## src/hw/devctl_params.svh

```systemverilog
// Offsets, field positions, reset values of the device control/status pair
`ifndef DEVCTL_PARAMS_SVH
`define DEVCTL_PARAMS_SVH

`define DEV_CONTROL_OFFSET 8'h98
`define DEV_STATUS_OFFSET 8'h9A

`define CTL_CORR_EN_BIT 0
`define CTL_NONFATAL_EN_BIT 1
`define CTL_FATAL_EN_BIT 2
`define CTL_UNSUP_EN_BIT 3
`define CTL_PAYLOAD_LSB 5
`define CTL_PAYLOAD_MSB 7

`define STS_CORR_BIT 0
`define STS_NONFATAL_BIT 1
`define STS_FATAL_BIT 2
`define STS_UNSUP_BIT 3
`define STS_AUX_BIT 4
`define STS_OUTSTANDING_BIT 5

`define PAYLOAD_RESET 3'h0
`define ENABLES_RESET 4'h0
`define FLAGS_RESET 4'h0

`endif

```

## src/hw/devctl_pkg.sv

```systemverilog
// Types shared by the device control/status register pair
package devctl_pkg;

	typedef struct packed {
		logic unsupported_request;
		logic fatal;
		logic nonfatal;
		logic correctable;
	} err_events_s;

	typedef struct packed {
		logic unsupported_request;
		logic fatal;
		logic nonfatal;
		logic correctable;
	} err_msgs_s;

	typedef struct packed {
		logic [7:0] addr;
		logic [15:0] wdata;
		logic [1:0] byte_en;
		logic wr;
		logic rd;
	} cfg_req_s;

endpackage

```

## src/hw/pcie_device_ctrl_status_regs.sv

```systemverilog
// Device control and device status registers of a downstream switch port
//
// Behaviour
// - Control bit 9 phantom function enable reads zero, writes ignored.
// - Control bit 8 extended tag enable reads zero, writes ignored.
// - Control bits 7:5 writable max payload size, reset 000.
// - Control bit 4 relaxed ordering enable reads zero.
// - Bit 3 set: unsupported request sends unsupported request message; clear: none.
// - Bit 2 set: fatal error event sends fatal message; clear: none.
// - Bit 1 set: nonfatal error event sends nonfatal message; clear: none.
// - Bit 0 set: correctable error event sends correctable message; clear: none.
// - Status bits 15:6 always read zero.
// - Status bit 5 shows an outstanding non-posted transaction.
// - Status bit 4 mirrors the global aux power present bit.
// - Status bit 3 set when an unsupported request is detected.
// - Status bit 2 set when a fatal error is detected.
// - Status bit 1 set when a nonfatal error is detected.
// - Status bit 0 set when a correctable error is detected.
// - Error flags record events regardless of reporting enables.
// - Error flags clear only by writing one; zero leaves them.
`include "devctl_params.svh"

module pcie_device_ctrl_status_regs
	import devctl_pkg::*;
(
	// Clock and reset
	input wire logic clk,
	input wire logic rst_n,
	// Configuration access
	input wire cfg_req_s cfg_req,
	output logic [15:0] cfg_rdata,
	output logic cfg_rvalid,
	// Port state
	input wire err_events_s err_events,
	input wire logic outstanding_request,
	input wire logic global_aux_power_present,
	// Error messages toward the root complex, high for one cycle per cycle of an enabled event
	output err_msgs_s err_msgs,
	// Control fields to the port
	output logic [2:0] max_payload_size
);

	////////////////////////////////////////////////////////////////////////
	// Address decode

	function automatic logic hit(input logic [7:0] a, input logic [7:0] off);
		hit = (a[7:1] == off[7:1]);
	endfunction

	logic ctl_wr;
	logic sts_wr;
	logic lo_en;

	always_comb begin
		ctl_wr = cfg_req.wr && hit(cfg_req.addr, `DEV_CONTROL_OFFSET);
		sts_wr = cfg_req.wr && hit(cfg_req.addr, `DEV_STATUS_OFFSET);
		lo_en = cfg_req.byte_en[0];
	end

	////////////////////////////////////////////////////////////////////////
	// Control register

	logic [2:0] payload_r;
	logic [2:0] payload_nxt;
	logic [3:0] enables_r;
	logic [3:0] enables_nxt;

	always_comb begin
		payload_nxt = payload_r;
		enables_nxt = enables_r;
		// Bits 9, 8 and 4 have no storage, so writes to them vanish
		if (ctl_wr && lo_en) begin
			// Reserved codes 110/111 stored as written; port logic must clamp
			payload_nxt = cfg_req.wdata[`CTL_PAYLOAD_MSB:`CTL_PAYLOAD_LSB];
			enables_nxt = cfg_req.wdata[`CTL_UNSUP_EN_BIT:`CTL_CORR_EN_BIT];
		end
	end

	always_ff @(posedge clk or negedge rst_n) begin
		if (!rst_n) begin
			payload_r <= `PAYLOAD_RESET;
			enables_r <= `ENABLES_RESET;
		end else begin
			payload_r <= payload_nxt;
			enables_r <= enables_nxt;
		end
	end

	////////////////////////////////////////////////////////////////////////
	// Status flags and message generation

	logic [3:0] flags_r;
	logic [3:0] flags_nxt;
	logic [3:0] ev;
	logic [3:0] clr;
	err_msgs_s msgs_r;
	err_msgs_s msgs_nxt;
	logic [2:0] payload_out_r;

	always_comb begin
		ev = {err_events.unsupported_request, err_events.fatal,
			err_events.nonfatal, err_events.correctable};
		clr = (sts_wr && lo_en) ? cfg_req.wdata[`STS_UNSUP_BIT:`STS_CORR_BIT] : 4'h0;
		// Set wins over a simultaneous write-one clear
		flags_nxt = (flags_r & ~clr) | ev;
		msgs_nxt.unsupported_request = err_events.unsupported_request && enables_r[`CTL_UNSUP_EN_BIT];
		msgs_nxt.fatal = err_events.fatal && enables_r[`CTL_FATAL_EN_BIT];
		msgs_nxt.nonfatal = err_events.nonfatal && enables_r[`CTL_NONFATAL_EN_BIT];
		msgs_nxt.correctable = err_events.correctable && enables_r[`CTL_CORR_EN_BIT];
	end

	always_ff @(posedge clk or negedge rst_n) begin
		if (!rst_n) begin
			flags_r <= `FLAGS_RESET;
			msgs_r <= '0;
			payload_out_r <= `PAYLOAD_RESET;
		end else begin
			flags_r <= flags_nxt;
			msgs_r <= msgs_nxt;
			payload_out_r <= payload_nxt;
		end
	end

	////////////////////////////////////////////////////////////////////////
	// Read data

	logic [15:0] rdata_nxt;
	logic [15:0] rdata_r;
	logic rvalid_r;

	always_comb begin
		rdata_nxt = 16'h0000;
		if (cfg_req.rd && hit(cfg_req.addr, `DEV_CONTROL_OFFSET)) begin
			rdata_nxt[`CTL_PAYLOAD_MSB:`CTL_PAYLOAD_LSB] = payload_r;
			rdata_nxt[`CTL_UNSUP_EN_BIT:`CTL_CORR_EN_BIT] = enables_r;
		end else if (cfg_req.rd && hit(cfg_req.addr, `DEV_STATUS_OFFSET)) begin
			// Live same-clock levels, so the mirror holds from reset on
			rdata_nxt[`STS_OUTSTANDING_BIT] = outstanding_request;
			rdata_nxt[`STS_AUX_BIT] = global_aux_power_present;
			rdata_nxt[`STS_UNSUP_BIT:`STS_CORR_BIT] = flags_r;
		end
	end

	always_ff @(posedge clk or negedge rst_n) begin
		if (!rst_n) begin
			rdata_r <= 16'h0000;
			rvalid_r <= 1'b0;
		end else begin
			rdata_r <= rdata_nxt;
			rvalid_r <= cfg_req.rd;
		end
	end

	assign cfg_rdata = rdata_r;
	assign cfg_rvalid = rvalid_r;
	assign err_msgs = msgs_r;
	assign max_payload_size = payload_out_r;

endmodule

```

## config.mk

```make
export PLATFORM = sky130hd
export DESIGN_NAME = pcie_device_ctrl_status_regs
export DESIGN_NICKNAME = d
export VERILOG_FILES = /design/src/hw/devctl_pkg.sv /design/src/hw/pcie_device_ctrl_status_regs.sv
export VERILOG_INCLUDE_DIRS = /design/src /design/src/hw
export SDC_FILE = /design/constraint.sdc
export NUM_CORES = 1
export LEC_CHECK = 0
export BUFFER_PORTS_ARGS = -buffer_cell sky130_fd_sc_hd__buf_2
export CORE_MARGIN = 3
export CORE_UTILIZATION = 40
export DETAILED_ROUTE_END_ITERATION = 8
export PLACE_DENSITY = 0.76
export RECOVER_POWER = 25
export SYNTH_ARGS = -nofsm -noshare
export SYNTH_HDL_FRONTEND = slang
export SYNTH_SLANG_ARGS = --single-unit
```

## constraint.sdc

```tcl
create_clock -name clk -period 2.72 [get_ports clk]
set_clock_uncertainty 0.2 [all_clocks]
set_input_delay 0.136 -clock clk [delete_from_list [all_inputs] [get_ports clk]]
set_output_delay 0.136 -clock clk [all_outputs]
set_load 0.01 [all_outputs]
```

# Word level (Yosys, flattened, before mapping)
# Cells that the tools add are included.
# word_totals
output_inout_bits	24
input_bits	36
elab_cells	30
ff_bits	24
# classes
eq_ne	2
n_reduce_logical	10
muxes	6
n_bitwise	3
# ops
operator	count
$eq A7 B7 Y1 const B	2
$logic_and A1 B1 Y1	10
$mux W4	2
$mux W6	1
$and A4 B4 Y4	1
$not A4 Y4	1
$or A4 B4 Y4	1
$mux W1	2
$mux W2	1

# Depth between registers and ports, before layout
# Gate-level depths: netlist of the first run.
# depth
word_depth	7
depth_mapped	5
ltp_nobuf	3

# Worst setup path before layout of the first run
# No wires, ideal clock.
# synth_timing
path_type	input -> register
startpoint	input port cfg_req[26] (netlist name)
endpoint	register enables_r[0]
required_ns	2.395
setup_time_ns	0.125
path_slack_ns	0.809
path_buffers	1
cell_stages	4
arrival_ns	1.586
path_cell_list	or4b_1 -> buf_2 -> nor4_4 -> mux2_2
# synth_via
elab_chain_len	3
# synth_rtl
item	line_no	source
start, declared	pcie_device_ctrl_status_regs.sv:30	input wire cfg_req_s cfg_req,
$eq A7 B7 Y1	pcie_device_ctrl_status_regs.sv:47	hit = (a[7:1] == off[7:1]);
$logic_and A1 B1 Y1	pcie_device_ctrl_status_regs.sv:55	ctl_wr = cfg_req.wr && hit(cfg_req.addr, `DEV_CONTROL_OFFSET);
$logic_and A1 B1 Y1	pcie_device_ctrl_status_regs.sv:72	if (ctl_wr && lo_en) begin
end signal, assigned	pcie_device_ctrl_status_regs.sv:82	enables_r <= `ENABLES_RESET;
end signal, assigned	pcie_device_ctrl_status_regs.sv:85	enables_r <= enables_nxt;
end, declared	pcie_device_ctrl_status_regs.sv:65	logic [3:0] enables_r;
# No other way between the ends.
# A chain may end at the register's enable or synchronous reset.

# Final worst setup path of the first run
# Same ends and word-level chain as after synthesis.

==> reports/summary.txt, run 1 <==
Pwr dens - 490 nW/um^2
Drt pass-1 iters - 2
Largest net degree at the start of global routing - 25
Crit Path Category - in -> reg
Fin crit period - 1.89 ns
Final hold slack - 0.0493 ns
#FFs+latches synth - 24
DRT iter0 DRCs - 20
Die X-Extent - 55.9 um
Number of max-cap violations - 0
Syn Area/Cell - 12.5 sq um
Placement Setup Slack - 0.504 ns
GR peak layer - met2
Pins Over Slew Limit - 0
Io pins - 60
Dpl hpwl - 1490 um
Std-Cell Core Area - 2300 sq um
Layout cells sized above 1 - 0.343
Crit path buf inv count - 1
Final WL - 2250 um
Fin crit share - 0.695
Final setup TNS - 0 ns
Cell family contributing the most delay on the critical path - simple AND/OR/NAND/NOR gates
First-pass GRT wire length - 3800 um
Fin util - 0.624
DR vias - 783
PortBufs - 40
Vias in the first global route - 804
DIE AREA - 3130 sq um
RSZ-0062 raised after global routing - false
Netlist Area Pre-Place - 997 sq um
Fin worst setup slack - 0.830 ns
Critical Path RT - 2.73 ns
TritonCTS Buffers - 3
Critical-path cell list - buf_2 -> or4b_1 -> nor4_4 -> mux2_2
YS warnings - 0
Global Route met3 Usage - 0.0371
FMAX - 529 MHz
Synth-to-layout area growth - 43.8%
Clk buf depth - 2
Leakage power - 0.733 nW
# rows - 17
Max VDD drop - 275 uV
Final antenna-violating net count - 0
# DRC - 0
Initial antenna violation count - 0
Design Area, Final - 1430 sq um
GRT Util Overall - 0.156
Met1 Use GR - 0.217
CP arrival - 1.90 ns
Die Y - 55.9 um
Initial Util - 0.434
H-tree levels - 1
Netlist cell types - 18
Slowest stage cell, crit path - or4b_1
Placed inst area - 1190 sq um
Hold crit path type - in -> reg
Layout Nets - 177
Largest stage delay on the critical path - 0.68 ns
Met2 Resource Use GR - 0.235
Final hold vios - 0
Vias/cell - 4.66
Relative slew slack - 0.164
Status - finished, final reports clean
Worst-path maximum fanout - 7
Clock root cell - clkbuf_4
Total grt overflow - 0
Critical path launch point type - input pin
Clk slew on worst S/H paths - 0.14 ns
DR WL/cell - 13.4 um
Ant. Diodes - 0
Final RePlAce weighted congestion - 0.799
Clk sinks - 24
Later-pin clock latency in the skew report - 0.31 ns
Post-Synthesis Cells - 80
Worst-Margin Slew - 1.25 ns
TritonCTS clock tree - built
Fillers - 193
Post-synthesis sequential area ratio - 0.602
Finish-stage setup viols - 0
Crit end category - flop
[cells in the final DEF (no fill, tap or decap)]
cell type	synthesis	routed
and2_1	4	4
buf_2	1	36
bufinv_16	0	1
clkbuf_1	2	4
clkbuf_4	0	3
conb_1	1	8
dfrtp_1	24	24
dlygate4sd3_1	0	20
inv_1	1	1
mux2_2	7	7
mux2i_1	5	5
nand2_1	7	7
nand2b_1	4	4
nand4_1	1	1
nor2_1	6	6
nor3b_1	2	2
nor4_4	1	1
o31ai_1	4	4
or3_1	1	1
or4b_1	1	1
[through the flow]
step	total power [mW]	instances
after global routing	0.736	168
after floorplan	0.409	87
after CTS	0.704	168
after detailed placement	0.435	144
after global placement	0.433	144
final	0.702	168
[cell families after synthesis]
kind of cell / Yosys count / synth area share
AND/OR/NAND/NOR: 27 / 0.158
multiplexers: 12 / 0.129
flip-flops: 24 / 0.602
other: 1 / 0.00376
buffers and inverters: 12 / 0.0765
AO/OA/AOI/OAI: 4 / 0.0301
[cell type report]
type / instances / area (sq um) / share of cell area
clock inverters: 1 / 30.0 / 0.0209
well taps: 28 / 35.0 / 0.0244
repair buffers: 60 / 395 / 0.276
multi-input cells: 51 / 347 / 0.242
inverters: 1 / 3.75 / 0.00262
flip-flops and latches: 24 / 601 / 0.419
clock buffers: 3 / 22.5 / 0.0157
[where the power goes]
group          switching (mW)  internal, mW
clock                   0.107         0.149
combinational          0.0376        0.0403
sequential            0.00404         0.364
[final timing paths]
| check | from | to | slack (ns) | cells after the start |
|---|---|---|---|---|
| setup / recovery | cfg_req[26] | enables_r[0]$_DFFE_PN0P_ | 0.83 | 4 |
| hold / removal | cfg_req[21] | cfg_rdata[6]$_DFF_PN0_ | 0.05 | 2 |
| setup reg to reg | flags_r[2]$_DFF_PN0_ | flags_r[2]$_DFF_PN0_ | 1.29 | 3 |
| hold reg to reg | enables_r[2]$_DFFE_PN0P_ | err_msgs[2]$_DFF_PN0_ | 0.33 | 1 |
| max in group asynchronous | rst_n | cfg_rdata[3]$_DFF_PN0_ | 1.18 | 2 |
| min in group asynchronous | rst_n | max_payload_size[2]$_DFFE_PN0P_ | 0.40 | 2 |
[worst reg2reg max path, cell delays in order (launching register included)]
cell           delay (ns)
dfrtp_1              0.40
o31ai_1              0.07
nand2b_1             0.10
dlygate4sd3_1        0.56
[Yosys cell counts (all sizes together)]
master / instances / area, sq um
conb: 1 / 3.75
nand2: 7 / 26.3
nand4: 1 / 6.26
or3: 1 / 6.26
o31ai: 4 / 30.0
nand2b: 4 / 25.0
dfrtp: 24 / 601
or4b: 1 / 10.0
inv: 1 / 3.75
clkbuf: 2 / 7.51
buf: 9 / 65.1
and2: 4 / 25.0
mux2: 7 / 78.8
mux2i: 5 / 50.1
nor3b: 2 / 15.0
nor2: 6 / 22.5
nor4: 1 / 21.3
[state kept, by name (all words and copies together) (netlist names)]
| register | count |
|---|---|
| cfg_rdata | 8 |
| cfg_rvalid | 1 |
| enables_r | 4 |
| err_msgs | 4 |
| flags_r | 4 |
| max_payload_size | 3 |
[layer usage]
layer,vias to the layer above,wire length [um]
li1,372,-
met1,370,980
met2,39,1070
met3,2,180
met4,0,17
met5,-,0
[timing repair]
action | in CTS | in global routing
endpoints found under the hold margin | 42 | 0
buffers inserted | 0 | 0
hold buffers | 20 | 0
gates resized for setup | 0 | 0
Power figures use the tool's default switching activity.
==> run 2, diff against run 1 <==
--- a/config.mk
+++ b/config.mk
@@ -6,11 +6,12 @@
 export SDC_FILE = /design/constraint.sdc
 export NUM_CORES = 1
 export LEC_CHECK = 0
+export ABC_AREA = 1
 export BUFFER_PORTS_ARGS = -buffer_cell sky130_fd_sc_hd__buf_2
 export CORE_MARGIN = 3
 export CORE_UTILIZATION = 40
 export DETAILED_ROUTE_END_ITERATION = 8
-export PLACE_DENSITY = 0.76
+export PLACE_DENSITY = 0.75
 export RECOVER_POWER = 25
 export SYNTH_ARGS = -nofsm -noshare
 export SYNTH_HDL_FRONTEND = slang
==> constraint.sdc (replaced) <==
create_clock -name clk -period 1.86 [get_ports clk]
set_clock_uncertainty 0.2 [all_clocks]
set_input_delay 0.093 -clock clk [delete_from_list [all_inputs] [get_ports clk]]
set_output_delay 0.093 -clock clk [all_outputs]
set_load 0.01 [all_outputs]
==> run 2 against run 1 <==
Effect of this change:
- the run now ends with negative hold slack left
- synthesized cell count is 48% higher
- count of clock-buffer cells in the layout stayed put
- final area is 6.7% higher
- non-clock buffer count is 6 higher
- sequential power is 47% higher
- via count is 31% higher
- first-iteration DRC count is 35% higher
- worst hold slack worse by 0.060 ns
- largest cell class unchanged
==> reports/summary.txt, run 2 <==
Design Area, Final - 1530 sq um
Max VDD drop - 514 uV
Initial Util - 0.445
Top Layer Used - met4
Post-synthesis sequential area ratio - 0.577
Critical-path cell list - dlygate4sd3_1 -> buf_2 -> nand2_2 -> inv_1 -> nand4_1 -> nand2_1 -> nand2_1 -> dlygate4sd3_1
Final hold vios - 2
Most frequent cells in the layout - 38 x nand2_1, 37 x buf_2, 24 x dfrtp_1, 24 x dlygate4sd3_1, 16 x inv_1
Placed cells - 183
Critical path launch point type - input pin
GRT Util Overall - 0.180
Fraction of registers with async set/reset - 1.00
Post-Synthesis Cells - 118
Finish-stage setup viols - 0
Largest cells by area after synthesis - dfrtp_1 58%, nand2_1 14%, nand3_1 5.8%
Slowest stage cell, crit path - dlygate4sd3_1
Placed inst area - 1230 sq um
Die X-Extent - 57.0 um
# DRC - 0
# rows - 17
Final RePlAce weighted congestion - 0.791
YS warnings - 0
TritonCTS Buffers - 3
Failing checks - negative hold slack
Clock root cell - clkbuf_4
Synth-to-layout area growth - 47.0%
Worst-path maximum fanout - 5
Dpl hpwl - 1600 um
Largest stage delay on the critical path - 0.55 ns
Fin worst setup slack - 0.137 ns
DR WL/cell - 13.1 um
Final hold slack - -0.0106 ns
Die Y - 57.0 um
Clk sinks - 24
Leakage power - 0.887 nW
Vias in the first global route - 1031
Final WL - 2790 um
Number of flops mapped to enable cells by yosys - 0
RSZ-0062 raised after global routing - false
Crit Path Category - in -> reg
Worst Setup SP - cfg_req[27]
Io pins - 60
Worst r2r src - flags_r[2]$_DFF_PN0_
FMAX - 580 MHz
Fin crit period - 1.72 ns
Cell family contributing the most delay on the critical path - buffers and inverters
CP arrival - 1.75 ns
Relative slew slack - 0.159
Synth top area share - 0.577
Placement Setup Slack - 0.415 ns
Worst Min Path Start - cfg_req[25]
Largest net degree at the start of global routing - 25
Top cells by count, synth - 38 x nand2_1, 24 x dfrtp_1, 16 x inv_1
Worst-Margin Slew - 1.26 ns
Final antenna-violating net count - 0
Top_reg_cell synth - dfrtp_1
DIE AREA - 3250 sq um
TritonCTS clock tree - built
Fin crit share - 0.926
Clk slew on worst S/H paths - 0.13 ns
Clk buf depth - 2
Std-Cell Core Area - 2340 sq um
Met1 WL - 1050 um
#FFs+latches synth - 24
Met2 WL post-DR - 1480 um
H-tree levels - 1
Met3 WL - 196 um
Initial antenna violation count - 0
Layout Nets - 222
Syn Area/Cell - 8.82 sq um
Final setup TNS - 0 ns
PortBufs - 40
Commonest non-fill, non-tap cell in the layout - nand2_1
Crit end category - flop
Hold crit path type - in -> reg
Ant. Diodes - 0
Later-pin clock latency in the skew report - 0.32 ns
Most frequent cell after synthesis - nand2_1
Pwr dens - 677 nW/um^2
Netlist cell types - 15
Vias/cell - 4.81
DRT iter0 DRCs - 27
Drt pass-1 iters - 6
Biggest area consumer among synthesized cells - dfrtp_1
Layout cells sized above 1 - 0.254
Fin cells - 213
Max FFs per register - 8
Netlist Area Pre-Place - 1040 sq um
Crit path buf inv count - 4
DR vias - 1024
Total grt overflow - 0
Number of max-cap violations - 0
First-pass GRT wire length - 4570 um
Critical Path RT - 1.88 ns
Pins Over Slew Limit - 0
Status - finished, violations left
run 2: cell count changes after synthesis, sizes merged, moves of 3 or more:
cell / before / now
nand3: 0 / 13
nand2b: 4 / 0
o21ai: 0 / 4
and2: 4 / 0
mux2: 7 / 0
o31ai: 4 / 0
mux2i: 5 / 0
inv: 1 / 16
nand2: 7 / 39
nand4: 1 / 4
run 2: cells by family (layout without fill, tap and decap cells):
logic type      Yosys count  count (layout)  synth area share
other cells               1               8           0.00360
buf+inv                  26              86             0.131
simple gates             63              63             0.269
flops                    24              24             0.577
compound gates            4               4            0.0192
run 2: layer usage:
| metal | track usage | vias up |
|---|---|---|
| met5 | 0 | - |
| met3 | 0.0430 | 7 |
| li1 | - | 482 |
| met1 | 0.194 | 488 |
| met4 | 0.0960 | 0 |
| met2 | 0.325 | 47 |
run 2: area by class of cell:
type	count	area, sq um
Sequential cell	24	601
Inverter	16	60.1
Tap cell	28	35.0
Clock inverter	1	30.0
Clock buffer	3	22.5
Multi-Input combinational cell	75	330
Timing Repair Buffer	66	452
Fill cell	184	810
run 2: tightest hold or removal path: stages:
cell and delay [ns]:
buf_2 0.08, nor2_1 0.04, nand2_2 0.10, nor2_4 0.07
nand3_1 0.07, nand2_1 0.05
run 2: final timing paths:
kind | end | slack [ns] | depth (start not counted)
worst max-delay path | flags_r[0]$_DFF_PN0_ | 0.14 | 8
worst min-delay path | enables_r[2]$_DFFE_PN0P_ | -0.01 | 6
worst max register to register | flags_r[2]$_DFF_PN0_ | 0.47 | 3
worst min register to register | cfg_rdata[0]$_DFF_PN0_ | 0.31 | 2
max in group asynchronous | err_msgs[3]$_DFF_PN0_ | 0.38 | 2
min in group asynchronous | max_payload_size[2]$_DFFE_PN0P_ | 0.34 | 2
run 2: report_power, final:
group	total, mW	switching (mW)	internal (mW)
clock network	0.382	0.163	0.218
logic	0.114	0.0611	0.0529
registers	0.540	0.00729	0.533
run 2: stage by stage:
step	total power [mW]	hold slack, ns	util
2_1_floorplan	0.594	-0.403	-
3_3_place_gp	0.630	-0.114	0.524
3_5_place_dp	0.633	-0.102	0.524
4_1_cts	1.04	0.00274	0.649
5_1_grt	1.07	0.0346	0.654
6_report	1.04	-0.0106	0.654
run 2: what timing repair did:
action / CTS / global route
endpoints found under the setup margin: 0 / 2
gates resized for setup: 0 / 0
endpoints found under the hold margin: 48 / 0
hold buffers: 24 / 0
buffers inserted: 0 / 2
==> run 3, diff against run 2 <==
--- a/config.mk
+++ b/config.mk
@@ -9,9 +9,9 @@
 export ABC_AREA = 1
 export BUFFER_PORTS_ARGS = -buffer_cell sky130_fd_sc_hd__buf_2
 export CORE_MARGIN = 3
-export CORE_UTILIZATION = 40
+export CORE_UTILIZATION = 30
 export DETAILED_ROUTE_END_ITERATION = 8
-export PLACE_DENSITY = 0.75
+export PLACE_DENSITY = 0.62
 export RECOVER_POWER = 25
 export SYNTH_ARGS = -nofsm -noshare
 export SYNTH_HDL_FRONTEND = slang
==> constraint.sdc (replaced) <==
create_clock -name clk -period 1.55 [get_ports clk]
set_clock_uncertainty 0.2 [all_clocks]
set_input_delay 0.0775 -clock clk [delete_from_list [all_inputs] [get_ports clk]]
set_output_delay 0.0775 -clock clk [all_outputs]
set_load 0.01 [all_outputs]
==> run 3 against run 2 <==
Effect of this change:
- the flow now finishes without violations
- clock power decreased by 15%
- sequential power rose by 20%
- worst hold slack gained 0.019 ns
- utilization is 17 points lower
- first-iteration DRC count grew 44%
- highest routed layer unchanged
- sequential share of layout area down 0.064 points
- critical path depth shrank 3
==> reports/summary.txt, run 3 (synthesis results as in run 2) <==
Critical Path RT - 1.61 ns
Io pins - 60
First-pass GRT wire length - 3980 um
Placed inst area - 1250 sq um
Later-pin clock latency in the skew report - 0.31 ns
CP arrival - 1.57 ns
Layout Nets - 221
Clk network pwr share - 0.292
Placed cells - 200
# DRC - 0
Clk buf depth - 2
Seq pwr share - 0.586
R2r setup slk - 0.18 ns
Clk sinks - 24
Std-Cell Core Area - 3180 sq um
Initial antenna violation count - 0
Reg area - 601 sq um
Finish-stage setup viols - 0
Relative slew slack - 0.663
Fin crit share - 0.972
DR vias - 969
Drt pass-1 iters - 4
Crit Path Category - in -> reg
Reg-to-Reg End - flags_r[1]$_DFF_PN0_
Fin cells - 228
Worst-Margin Slew - 0.506 ns
TritonCTS Buffers - 3
Final antenna-violating net count - 0
Worst r2r src - flags_r[1]$_DFF_PN0_
Final hold vios - 0
FMAX - 664 MHz
Switching part of the total power - 0.233
Psw - 0.258 mW
Final WL - 2380 um
Clock root cell - clkbuf_4
Dpl hpwl - 1640 um
Status - finished, final reports clean
Hold endpoint - cfg_rdata[3]$_DFF_PN0_
Number of max-cap violations - 0
Number of cells on the worst hold path - 5
Clk slew on worst S/H paths - 0.12 ns
Vias in the first global route - 972
Multi-input gate area - 330 sq um
Logic gate share of total power - 0.122
P_int - 0.847 mW
DR WL/cell - 10.4 um
DRT iter0 DRCs - 39
Max VDD drop - 257 uV
Total grt overflow - 0
Vias/cell - 4.25
H-tree levels - 1
DIE AREA - 4210 sq um
Worst Min Path Start - cfg_req[27]
Max FFs per register - 8
Pwr dens - 721 nW/um^2
Fin crit period - 1.51 ns
Most frequent cells in the layout - 39 x buf_2, 38 x nand2_1, 24 x dfrtp_1, 24 x dlygate4sd3_1, 16 x inv_1
Worst r2r path cells - 3
Hold crit path type - in -> reg
GRT Util Overall - 0.120
# rows - 20
Design Area, Final - 1530 sq um
Largest net degree at the start of global routing - 25
Fillers - 310
Final RePlAce weighted congestion - 0.737
Critical path launch point type - input pin
Leakage power - 0.887 nW
Initial Util - 0.328
Final setup TNS - 0 ns
PortBufs - 40
Ant. Diodes - 0
Synth-to-layout area growth - 47.2%
Crit end category - flop
Pins Over Slew Limit - 0
Die X-Extent - 64.9 um
Worst-path maximum fanout - 8
Layout cells sized above 1 - 0.266
TritonCTS clock tree - built
Die Y - 64.9 um
Postcts setup bufs - 0
Commonest non-fill, non-tap cell in the layout - buf_2
==> run 3: worst max path at each step <==
stage	startpoint	to	depth (start not counted)
floorplan	cfg_req[26]	enables_r[0]$_DFFE_PN0P_	6
global placement	cfg_req[22]	enables_r[1]$_DFFE_PN0P_	7
detailed placement	cfg_req[26]	enables_r[1]$_DFFE_PN0P_	7
CTS	cfg_req[0]	cfg_rdata[4]$_DFF_PN0_	5
global route	cfg_req[0]	cfg_rdata[4]$_DFF_PN0_	5
finish	cfg_req[0]	cfg_rdata[4]$_DFF_PN0_	5
==> run 3: power groups by stage <==
stage | Combinational, mW | Clock, mW | Sequential, mW
after CTS | 0.135 | 0.333 | 0.647
after detailed placement | 0.102 | 0 | 0.659
after global placement | 0.0992 | 0 | 0.659
final | 0.135 | 0.323 | 0.647
after global routing | 0.150 | 0.365 | 0.649
after floorplan | 0.0508 | 0 | 0.662
==> run 3: metal layers <==
layer	vias up	GRT usage	wire (um)
met5	-	0	0
met2	38	0.223	1190
li1	476	-	-
met1	450	0.127	966
met4	0	0.0633	53
met3	5	0.0191	172
==> run 3: metrics by stage <==
stage	total power [mW]	setup WS [ns]	utilization	hold slack, ns
floorplan	0.713	0.560	-	-0.418
global placement	0.758	0.277	0.394	-0.125
detailed placement	0.761	0.259	0.394	-0.119
CTS	1.11	0.0552	0.481	0.00835
global route	1.16	-0.000137	0.482	0.0304
finish	1.10	0.0429	0.482	0.00870
==> run 3: what timing repair did <==
action                                  CTS  global route
gates resized for setup                   0             1
endpoints found under the setup margin    0             1
hold endpoints to repair                 48             0
hold buffers                             24             0
==> run 3: area by class of cell <==
| class | instances | share of cell area |
|---|---|---|
| Inverter | 16 | 0.0392 |
| Timing Repair Buffer | 65 | 0.294 |
| Tap cell | 44 | 0.0359 |
| Multi-Input combinational cell | 75 | 0.216 |
| Sequential cell | 24 | 0.392 |
| Clock buffer | 4 | 0.0237 |
==> run 3: worst max-delay path: stages <==
cell	delay [ns]
dlygate4sd3_1	0.53
clkbuf_4	0.19
nand3_2	0.11
nor2_1	0.10
dlygate4sd3_1	0.55
